$ cat config.mk
export PLATFORM = sky130hd
export DESIGN_NAME = dls_exec_top
export DESIGN_NICKNAME = d
export VERILOG_FILES = /design/src/dls_pkg.sv /design/src/dls_rep_if.sv /design/src/dls_rep_ctl.sv /design/src/dls_exec_top.sv
export SDC_FILE = /design/constraint.sdc
export NUM_CORES = 1
export LEC_CHECK = 0
export ABC_AREA = 1
export BUFFER_PORTS_ARGS = -buffer_cell sky130_fd_sc_hd__clkbuf_2
export CORE_MARGIN = 2
export CORE_UTILIZATION = 55
export DETAILED_ROUTE_END_ITERATION = 10
export PLACE_DENSITY_LB_ADDON = 0.25
export SYNTH_ARGS = -nofsm -noshare
export SYNTH_HDL_FRONTEND = slang
export SYNTH_SLANG_ARGS = --single-unit
$ cat constraint.sdc
create_clock -name MCLK_I -period 2.7 [get_ports MCLK_I]
set_input_delay 0.54 -clock MCLK_I [delete_from_list [all_inputs] [get_ports MCLK_I]]
set_output_delay 0.54 -clock MCLK_I [all_outputs]
set_load 0.03 [all_outputs]
$ cat src/dls_pkg.sv
// Shared constants, types and helpers of the logic/stack/repeat unit
// Assumes a 36-bit accumulator datapath and a 16-bit data word
package dls_pkg;

  // Instruction classes accepted by the execution unit
  typedef enum logic [2:0] {
    OP_NOP  = 3'h0,
    OP_OR   = 3'h1,
    OP_PACR = 3'h2,
    OP_POP  = 3'h3,
    OP_PUSH = 3'h4,
    OP_REP  = 3'h5
  } dls_op_e;

  // Source of an OR
  typedef enum logic [1:0] {
    ORS_WORD = 2'h0,
    ORS_ACC  = 2'h1,
    ORS_PROD = 2'h2
  } dls_orsrc_e;

  // Destination of a pop
  typedef enum logic [1:0] {
    POP_GEN  = 2'h0,
    POP_FLAG = 2'h1,
    POP_ST0  = 2'h2,
    POP_PROD = 2'h3
  } dls_popd_e;

  // Repeat sequencer states, Gray along idle-armed-run-tail
  typedef enum logic [1:0] {
    RS_IDLE  = 2'b00,
    RS_ARMED = 2'b01,
    RS_RUN   = 2'b11,
    RS_TAIL  = 2'b10
  } dls_rs_e;

  // Product shift field encodings
  localparam logic [1:0]  PS_NONE   = 2'h0;
  localparam logic [1:0]  PS_R1     = 2'h1;
  localparam logic [1:0]  PS_L1     = 2'h2;
  localparam logic [1:0]  PS_L2     = 2'h3;
  localparam logic [35:0] RND_CONST = 36'h000008000;
  // Flag positions inside status word zero
  localparam int FLG_Z = 15;
  localparam int FLG_M = 14;
  localparam int FLG_N = 13;
  localparam int FLG_V = 12;
  localparam int FLG_C = 11;
  localparam int FLG_E = 10;
  localparam int FLG_L = 9;
  localparam int FLG_R = 8;
  localparam int REP_IMM_W = 8;
  // Reset values
  localparam logic [35:0] ACC_RST  = 36'h000000000;
  localparam logic [31:0] PROD_RST = 32'h00000000;
  localparam logic [15:0] SP_RST   = 16'h0000;
  localparam logic [15:0] ST0_RST  = 16'h0000;
  localparam logic [15:0] LC_RST   = 16'h0000;

  // Sign-extend the product to 36 bits, then shift per field
  function automatic logic [35:0] shifted_p(input logic [31:0] p, input logic [1:0] ps);
    logic [35:0] ext;
    ext = {{4{p[31]}}, p};
    case (ps)
      PS_R1:   shifted_p = {ext[35], ext[35:1]};
      PS_L1:   shifted_p = {ext[34:0], 1'b0};
      PS_L2:   shifted_p = {ext[33:0], 2'b00};
      default: shifted_p = ext;
    endcase
  endfunction : shifted_p

  // Zero, minus, normalized, extension from a 36-bit result
  function automatic logic [3:0] flags_of(input logic [35:0] r);
    logic e;
    e = !((&r[35:31]) || !(|r[35:31]));
    flags_of = {(r == ACC_RST), r[35], !e && (r[31] ^ r[30]), e};
  endfunction : flags_of

endpackage : dls_pkg

$ cat src/dls_rep_if.sv
// Link between the execution unit and its repeat sequencer
// Assumes both ends run on the same core clock
`timescale 1ns/1ps
`default_nettype none
interface dls_rep_if;
  logic        start;
  logic        imm;
  logic        exec;
  logic        irq_req;
  logic        irq_ret;
  logic [15:0] count;
  logic [15:0] lc;
  logic        hold;
  logic        irq_ack;
  modport core (output start, imm, exec, irq_req, irq_ret, count, input lc, hold, irq_ack);
  modport ctl  (input start, imm, exec, irq_req, irq_ret, count, output lc, hold, irq_ack);
endinterface : dls_rep_if
`default_nettype wire

$ cat src/dls_rep_ctl.sv
// Single-instruction repeat sequencer with one level of nesting
// Assumes exec pulses once per accepted instruction after the repeat
`timescale 1ns/1ps
`default_nettype none
module dls_rep_ctl (
  input  wire logic clk_i,
  input  wire logic rst_n_i,
  dls_rep_if.ctl    rif
);
  import dls_pkg::*;

  typedef struct packed {
    dls_rs_e     st;
    logic [15:0] repc;
    logic [15:0] saved;
    logic        saved_v;
    logic        nested;
    logic [15:0] lc;
    logic        hold;
    logic        irq_ack;
  } dls_rep_s;

  dls_rep_s s_r;
  dls_rep_s s_nxt;
  logic     ok;
  logic [15:0] cnt;

  // Immediate counts are zero-extended into the loop count
  assign cnt = rif.imm ? {{(16 - REP_IMM_W){1'b0}}, rif.count[REP_IMM_W-1:0]} : rif.count; // [RULE20]

  // Sequencer; repc is private so block-repeat state is never touched
  always_comb begin // [RULE19]
    s_nxt = s_r;
    ok    = 1'b0;
    case (s_r.st)
      RS_IDLE: begin
        // Held off while an interrupted loop waits, so saved is not lost
        ok = !rif.start && !s_r.saved_v;
        if (rif.start) begin
          s_nxt.st     = RS_ARMED;
          s_nxt.repc   = cnt; // [RULE16]
          s_nxt.lc     = cnt; // [RULE20]
          s_nxt.nested = s_r.saved_v; // [RULE17]
          s_nxt.hold   = 1'b1;
        end else if (rif.irq_ret && s_r.saved_v) begin
          s_nxt.st      = RS_RUN;
          s_nxt.repc    = s_r.saved;
          s_nxt.saved_v = 1'b0;
          s_nxt.hold    = 1'b1;
        end
      end
      RS_ARMED, RS_RUN: begin
        // No interrupt before the first pass or on a nested loop
        ok = (s_r.st == RS_RUN) && !s_r.nested && !rif.exec; // [RULE17] [RULE18]
        if (rif.exec) begin
          if (s_r.repc == 16'h0000) begin
            s_nxt.st     = RS_TAIL;
            s_nxt.hold   = 1'b0;
            s_nxt.nested = 1'b0;
          end else begin
            s_nxt.st   = RS_RUN;
            s_nxt.repc = s_r.repc - 16'h0001; // [RULE16]
          end
        end else if (ok && rif.irq_req) begin // Only an accepted request parks the loop
          s_nxt.saved   = s_r.repc;
          s_nxt.saved_v = 1'b1;
          s_nxt.st      = RS_IDLE;
          s_nxt.hold    = 1'b0;
        end
      end
      RS_TAIL: begin
        // A repeat fetched right after a loop must not be lost; still no interrupt here
        s_nxt.st = RS_IDLE; // [RULE18]
        if (rif.start) begin
          s_nxt.st     = RS_ARMED;
          s_nxt.repc   = cnt; // [RULE16]
          s_nxt.lc     = cnt; // [RULE20]
          s_nxt.nested = s_r.saved_v; // [RULE17]
          s_nxt.hold   = 1'b1;
        end
      end
      default: s_nxt.st = RS_IDLE;
    endcase
    s_nxt.irq_ack = ok && rif.irq_req;
  end

  always_ff @(posedge clk_i or negedge rst_n_i) begin
    if (!rst_n_i) begin
      s_r <= '{st: RS_IDLE, repc: LC_RST, saved: LC_RST, saved_v: 1'b0, nested: 1'b0,
               lc: LC_RST, hold: 1'b0, irq_ack: 1'b0};
    end else begin
      s_r <= s_nxt;
    end
  end

  assign rif.lc      = s_r.lc;
  assign rif.hold    = s_r.hold;
  assign rif.irq_ack = s_r.irq_ack;
endmodule : dls_rep_ctl
`default_nettype wire

$ cat src/dls_exec_top.sv
// Execution unit: OR, product round, stack push/pop and repeat issue
// Assumes decoded operands and a stack RAM read combinationally at SP_O
`timescale 1ns/1ps
`default_nettype none
// Behaviour
// [RULE1] Wide OR sources use all 36 bits
// [RULE2] Word OR zero-extends, upper bits kept
// [RULE3] OR takes two cycles when two-word
// [RULE4] OR sets Z M N E only
// [RULE5] Round loads shifted product plus constant
// [RULE6] Product sign-extended then shifted by field
// [RULE7] Pop reads at pointer, then increments
// [RULE8] Pop to flag register sets Z M N E
// [RULE9] Pop to status zero loads whole word
// [RULE10] Pop to product loads high half only
// [RULE11] Software never pops to pointer or secondary
// [RULE12] Push decrements pointer, then writes word
// [RULE13] Push from accumulator half sets limit only
// [RULE14] Push long immediate takes two cycles
// [RULE15] Software avoids illegal push sources and order
// [RULE16] Repeat runs next instruction count plus one
// [RULE17] Outer repeat interruptible, nested one not
// [RULE18] No interrupt at repeat entry or exit
// [RULE19] Repeat leaves block-repeat state alone
// [RULE20] Immediate count zero-extended into loop count
module dls_exec_top (
  input  wire logic                MCLK_I,
  input  wire logic                RSTN_I,
  input  wire logic                INSTR_VALID_I,
  input  wire dls_pkg::dls_op_e    OP_I,
  input  wire logic                TWO_WORD_I,
  input  wire logic                DST_I,
  input  wire dls_pkg::dls_orsrc_e OR_SRC_I,
  input  wire logic                SRC_ACC_I,
  input  wire logic [15:0]         OPERAND_I,
  input  wire logic [1:0]          PS_I,
  input  wire dls_pkg::dls_popd_e  POP_DST_I,
  input  wire logic                PUSH_HALF_I,
  input  wire logic                PUSH_LIMIT_I,
  input  wire logic                REP_IMM_I,
  input  wire logic [15:0]         MEM_RDATA_I,
  input  wire logic                IRQ_REQ_I,
  input  wire logic                IRQ_RET_I,
  output logic [35:0]              ACC0_O,
  output logic [35:0]              ACC1_O,
  output logic [31:0]              PROD_O,
  output logic [15:0]              SP_O,
  output logic [15:0]              ST0_O,
  output logic                     MEM_WE_O,
  output logic [15:0]              MEM_WDATA_O,
  output logic                     POP_WE_O,
  output logic [15:0]              POP_DATA_O,
  output logic                     BUSY_O,
  output logic [15:0]              LC_O,
  output logic                     REP_HOLD_O,
  output logic                     IRQ_ACK_O
);
  import dls_pkg::*;

  typedef struct packed {
    logic [35:0] acc0;
    logic [35:0] acc1;
    logic [31:0] prod;
    logic [15:0] sp;
    logic [15:0] st0;
    logic        mem_we;
    logic [15:0] mem_wdata;
    logic        pop_we;
    logic [15:0] pop_data;
    logic        busy;
  } dls_core_s;

  dls_core_s   s_r;
  dls_core_s   s_nxt;
  logic        take;
  logic [35:0] acc_dst;
  logic [35:0] or_src;
  logic [35:0] res;
  logic [3:0]  fl;

  dls_rep_if rif ();

  // Second word of a two-word instruction blocks issue for one cycle
  assign take    = INSTR_VALID_I && !s_r.busy;
  assign acc_dst = DST_I ? s_r.acc1 : s_r.acc0;
  // Word operands are zero-extended, so the OR keeps bits 35:16
  assign or_src  = (OR_SRC_I == ORS_PROD) ? shifted_p(s_r.prod, PS_I) :   // [RULE1] [RULE6]
                   (OR_SRC_I == ORS_ACC)  ? (SRC_ACC_I ? s_r.acc1 : s_r.acc0) : // [RULE1]
                   {20'h00000, OPERAND_I};                               // [RULE2]

  // Repeat sequencer requests
  assign rif.start   = take && (OP_I == OP_REP);
  assign rif.exec    = take && (OP_I != OP_REP);
  assign rif.imm     = REP_IMM_I;
  assign rif.count   = OPERAND_I;
  assign rif.irq_req = IRQ_REQ_I;
  assign rif.irq_ret = IRQ_RET_I;

  dls_rep_ctl u_rep (
    .clk_i   (MCLK_I),
    .rst_n_i (RSTN_I),
    .rif     (rif)
  );

  // Datapath; one instruction per accepted cycle
  always_comb begin
    s_nxt        = s_r;
    s_nxt.mem_we = 1'b0;
    s_nxt.pop_we = 1'b0;
    s_nxt.busy   = 1'b0;
    res          = ACC_RST;
    fl           = 4'h0;
    if (take) begin
      case (OP_I)
        OP_OR: begin
          res        = acc_dst | or_src; // [RULE1] [RULE2]
          fl         = flags_of(res);
          s_nxt.busy = TWO_WORD_I; // [RULE3]
          if (DST_I) begin
            s_nxt.acc1 = res;
          end else begin
            s_nxt.acc0 = res;
          end
          // V, C, L and R are left as they were
          s_nxt.st0[FLG_Z] = fl[3]; // [RULE4]
          s_nxt.st0[FLG_M] = fl[2]; // [RULE4]
          s_nxt.st0[FLG_N] = fl[1]; // [RULE4]
          s_nxt.st0[FLG_E] = fl[0]; // [RULE4]
        end
        OP_PACR: begin
          res = shifted_p(s_r.prod, PS_I) + RND_CONST; // [RULE5] [RULE6]
          if (DST_I) begin
            s_nxt.acc1 = res;
          end else begin
            s_nxt.acc0 = res;
          end
        end
        OP_POP: begin
          // Pointer or secondary targets are not decoded here
          s_nxt.sp = s_r.sp + 16'h0001; // [RULE7] [RULE11]
          case (POP_DST_I)
            POP_FLAG: begin
              s_nxt.st0[FLG_Z] = MEM_RDATA_I[FLG_Z]; // [RULE8]
              s_nxt.st0[FLG_M] = MEM_RDATA_I[FLG_M]; // [RULE8]
              s_nxt.st0[FLG_N] = MEM_RDATA_I[FLG_N]; // [RULE8]
              s_nxt.st0[FLG_E] = MEM_RDATA_I[FLG_E]; // [RULE8]
            end
            POP_ST0:  s_nxt.st0 = MEM_RDATA_I; // [RULE9]
            POP_PROD: s_nxt.prod[31:16] = MEM_RDATA_I; // [RULE10]
            default: begin
              s_nxt.pop_we   = 1'b1; // [RULE7]
              s_nxt.pop_data = MEM_RDATA_I;
            end
          endcase
        end
        OP_PUSH: begin
          // Write lands one cycle later at the new pointer
          s_nxt.sp        = s_r.sp - 16'h0001; // [RULE12]
          s_nxt.mem_we    = 1'b1; // [RULE12]
          s_nxt.mem_wdata = OPERAND_I;
          s_nxt.busy      = TWO_WORD_I; // [RULE14]
          if (PUSH_HALF_I) begin
            s_nxt.st0[FLG_L] = PUSH_LIMIT_I; // [RULE13]
          end
        end
        default: ;
      endcase
    end
  end

  always_ff @(posedge MCLK_I or negedge RSTN_I) begin
    if (!RSTN_I) begin
      s_r <= '{acc0: ACC_RST, acc1: ACC_RST, prod: PROD_RST, sp: SP_RST, st0: ST0_RST,
               mem_we: 1'b0, mem_wdata: 16'h0000, pop_we: 1'b0, pop_data: 16'h0000,
               busy: 1'b0};
    end else begin
      s_r <= s_nxt;
    end
  end

  // Outputs are the state flops themselves
  assign ACC0_O      = s_r.acc0;
  assign ACC1_O      = s_r.acc1;
  assign PROD_O      = s_r.prod;
  assign SP_O        = s_r.sp;
  assign ST0_O       = s_r.st0;
  assign MEM_WE_O    = s_r.mem_we;
  assign MEM_WDATA_O = s_r.mem_wdata;
  assign POP_WE_O    = s_r.pop_we;
  assign POP_DATA_O  = s_r.pop_data;
  assign BUSY_O      = s_r.busy;
  assign LC_O        = rif.lc;
  assign REP_HOLD_O  = rif.hold;
  assign IRQ_ACK_O   = rif.irq_ack;
endmodule : dls_exec_top
`default_nettype wire

==> Word-level counts from Yosys, hierarchy flattened <==
Index checks and enable logic that the tools add are counted.
{ "totals": {"reg_bits": 209, "output_inout_bits": 189} }
{ "op_classes": {"bitwise_logic": 4, "n_reduce_logical": 48, "n_mux": 52, "addsub": 4, "n_eq_ne": 36} }
{ "ops": {"columns": ["cell", "n"], "rows": [
  ["$mux 36", 10],
  ["$pmux 72 s2", 1],
  ["$pmux 33 s3", 1],
  ["$mux 17", 5],
  ["$pmux 16 s2", 2],
  ["$mux 18", 3],
  ["$pmux 18 s3", 1],
  ["$mux 16", 3],
  ["$add 36x16->36 const B", 1],
  ["$logic_not 36->1", 1],
  ["$or 36x36->36", 1],
  ["$mux 35", 1],
  ["$sub 16x1->16 const B", 2],
  ["$reduce_and 4->1", 6],
  ["$ne 2x2->1 const B", 9],
  ["$reduce_and 3->1", 6],
  ["$add 16x1->16 const B", 1],
  ["$logic_not 16->1", 1],
  ["$eq 2x2->1 const B", 7],
  ["$mux 1", 14],
  ["$ne 2x1->1 const B", 7],
  ["$logic_and 1x1->1", 10],
  ["$mux 10", 1],
  ["$reduce_and 5->1", 2],
  ["21 further kinds", 48]
]} }

==> Longest topological paths before layout <==
{ "depth": {"word_depth": 9, "mapped_depth": 18, "mapped_depth_nobuf": 18} }

==> Modules after synthesis <==
From an unflattened synthesis, not the netlist that was laid out.
{ "hier_totals": {"hier_cells": 1645, "hier_area_um2": 12162.9} }
{ "modules_own_cells": {"columns": ["mod", "instances", "cells_each", "area_per_inst_um2", "seq_area_each_um2"], "rows": [
  ["dls_exec_top", 1, 1247, 9257.6, 3878.7],
  ["dls_rep_ctl", 1, 398, 2905.3, 1351.3]
]} }

==> Worst setup path after synthesis <==
No wires, ideal clock.
{ "synth_path": {"path_kind": "input -> register", "from": "in OP_I[1]", "to": "reg s_r (netlist bit SP_O[10])", "stages": 10, "arrival_time_ns": 2.540, "t_required_ns": 2.582, "setup_time_ns": 0.118, "setup_slack_ns": 0.042, "cell_sequence": "nor3_2 -> ha_1 -> a21oi_1 -> nand2_1 -> a21oi_1 -> nor2_1 -> o21ai_0 -> o21ai_0 -> a21oi_1 -> nor2_1"} }
{ "synth_via": {"elab_chain_cells": 3, "word_cells_on_any_way": 5} }
{ "synth_rtl": {"columns": ["item", "line", "source"], "rows": [
  ["start: declaration", "dls_exec_top.sv:30", "input wire dls_pkg::dls_op_e OP_I,"],
  ["$eq 3x3->1 or $eq 3x2->1 (tied branches)", "dls_exec_top.sv:114", "case (OP_I)"],
  ["$reduce_bool 2->1 (no line)", null, null],
  ["$reduce_and 2->1 (no line)", null, null],
  ["end signal: assignment", "dls_exec_top.sv:173", "s_r <= '{acc0: ACC_RST, acc1: ACC_RST, prod: PROD_RST, sp: SP_RST, st0: ST0_RST,"],
  ["end signal: assignment", "dls_exec_top.sv:177", "s_r <= s_nxt;"],
  ["end: declaration", "dls_exec_top.sv:73", "dls_core_s s_r;"]
]} }
Parallel ways exist; a longest one is shown, timed or not.
A chain may end at the register's enable or synchronous reset.

==> Worst setup path after layout <==
Same ends and word-level chain as after synthesis.

==> metrics.txt <==
Met2 Wirelength 16,600 um; ranking of synthesized cells by area dfrtp_1 43%, nand2_1 18%, nand3_1 4.8%; final wirelength 35,600 um; # Max-Cap Violations 0; Synth Area per Inst 7.36 um2; Hold WC Path Type in -> reg; number of enable flip-flop cells after synthesis 0; VDD IR max 0.608 mV; grt ovf 0; Layout Cells excl Fill 2,161; compound-gate portion of the synthesized area 0.103; Final period util 0.791; Sequential Area 0.00523 mm2; Filler cells 1,957; reg2reg setup slack 0.63 ns; via count 11,900; clk sinks 209; Critical Path Start OP_I[1]; Setup Skew 0.0130 ns; Synth async-reset ratio 1.00; WP data required 3.11 ns; slew margin rel. 0.444; Initial Util 0.558; Worst Setup Start Kind primary input; Worst-Margin Slew 0.831 ns; Worst R2R Path Depth 7; Layout Utilization 0.658; crit path to SP_O[10]; Synth Instances 1,649; # DRC 0; pin count of the biggest net entering global routing 73; setup slack at placement 0.0597 ns; DR iter-0 viols 938; CTS tree yes; Tot GR Track Use 0.301; highest routed layer met4; Final HPWL DP 26,600 um; CTS root buffer clkbuf_16; placed insts 2,119; initial antenna violation count 1; Crit. End Element flip-flop; Nets 1,939; Via density 5.52; Die H 153 um; status complete, no violations; minimum clock period 2.14 ns; CP max FO 17; I/O pin cnt 241; Worst-Skew Late Latency 0.52 ns; Final setup viols 0; Multi-input gate area 0.00591 mm2; wire per inst 16.5 um; R2R Path End ACC0_O[14]; Port Buffer Count 224; largest family of logic cells by synthesized area simple AND/OR/NAND/NOR gates; met1 wire length 15,100 um; full die area 0.0233 mm2; Die Wd 153 um; num rows 54; final hold viol count 0; wire length on met3 2750 um; # Post-CTS Setup Buffers 0; CTS HTree Levels 1; Post-Synth Simple-Gate Area 0.312; sequential fraction of the synthesis area 0.431; fraction of layout cells with a size suffix above 1 0.205; top-count cell post-synth nand2_1; core area 0.0218 mm2; Synth Area in Adders 0.0223; Setup CP Type in -> reg; global-route wire length before repair 57,800 um; Yosys top cell area share 0.431; max-slew violation count 0; setup tns final 0 ns; Ys Warns 0; worst-case clock buffer depth 3; vias in the first global route 11,100; Synth area leader dfrtp_1; origin of the critical flop-to-flop path BUSY_O; mapped cell area 0.0121 mm2; leakage 7.81 nW; Gates resized, CTS repair 0; CTS Buf Count 24; ant diodes 0; WP data arrival 2.55 ns; post-synthesis xor/xnor area fraction 0.00649; CTS clk-pin slew, worst paths 0.06 ns; unique cell type count in the Yosys netlist 52; synth cell count leaders 598 x nand2_1, 209 x dfrtp_1, 144 x nor2_1; Main synth FF type dfrtp_1; Max Freq 468 MHz; Yosys reg bits 209; post-synthesis mux area share 0.0377; RSZ-0062 raised after global routing false; Routability Congestion 1.00; post-route ant nets 0; Layout area overhead 17.9%; Final WS setup 0.564 ns; PwrDens 1010 mW/mm2; drt first pass iters 5
## per-stage QoR
step	total power [mW]	hold slack, ns	area [um2]
2_1_floorplan	9.31	0.244	12200
6_report	14.4	0.241	14300
4_1_cts	14.5	0.216	14300
5_1_grt	15.3	0.230	14300
3_5_place_dp	11.1	0.462	13500
3_3_place_gp	10.9	0.454	13500
## final cells by class
class	count	area share
clock buffers	34	0.0510
clock inverters	7	0.00638
inverters	134	0.0351
multi-input cells	1229	0.413
flip-flops and latches	209	0.365
well taps	280	0.0245
repair buffers	268	0.105
## registers in the layout, summed over array words and instances, names as in the netlist
name / cells
BUSY_O: 1
ST0_O: 16
SP_O: 16
ACC0_O: 36
POP_DATA_O: 16
PROD_O: 16
u_rep.rif.hold: 1
POP_WE_O: 1
MEM_WDATA_O: 16
MEM_WE_O: 1
u_rep.s_r: 36
u_rep.rif.irq_ack: 1
ACC1_O: 36
u_rep.rif.lc: 16
## worst min-delay path by stage
stage | startpoint | endpoint | slack, ns | depth (start not counted)
after floorplan | RSTN_I | ACC0_O[0] | 0.24 | 0
after global placement | MEM_WDATA_O[11] | MEM_WDATA_O[11] | 0.45 | 2
after global routing | TWO_WORD_I | BUSY_O | 0.23 | 2
after CTS | TWO_WORD_I | BUSY_O | 0.22 | 2
final | TWO_WORD_I | BUSY_O | 0.24 | 2
after detailed placement | MEM_WDATA_O[1] | MEM_WDATA_O[1] | 0.46 | 2
## metal layers
layer,GRT usage,vias up
li1,-,5710
met1,0.407,5623
met2,0.497,512
met3,0.0520,75
met4,0.0935,0
met5,0,-
## worst max-delay path, stage by stage
cell      delay, ns
clkbuf_2       0.13
nor3_2         0.18
buf_4          0.26
ha_1           0.32
a21oi_1        0.15
nand2_1        0.13
a21oi_1        0.28
nor2_1         0.06
o21ai_0        0.20
o21ai_0        0.10
a21oi_1        0.14
nor2_1         0.05
## layout by cell type, fill, tap and decap left out, types with 16 or more instances in the layout
cell,n
a21oi_1,58
buf_4,40
clkbuf_16,25
clkbuf_2,223
conb_1,16
dfrtp_1,209
ha_1,20
inv_1,118
mux2_2,29
nand2_1,598
nand3_1,116
nand4_1,21
nor2_1,142
o21ai_0,100
o21ai_1,26
## power by group
group          switching, mW  total (mW)  internal (mW)
registers              0.891        5.00           4.11
clock network           1.31        3.37           2.06
logic                   4.21        6.07           1.85
total                   6.42        14.4           8.01
## timing repair
action	4_1_cts	5_1_grt
setup endpoints to repair	0	0
hold endpoints to repair	10	0
hold buffers	1	0
## cells by family after synthesis
group                      Yosys count
and+or+nand+nor                    917
buffers and inverters              226
AOI/OAI and AO/OA                  225
DFF                                209
muxes                               41
adders and majority gates           21
xor gates and xnor gates             9
other                                1
No activity file was read; power rests on OpenSTA's default activity.
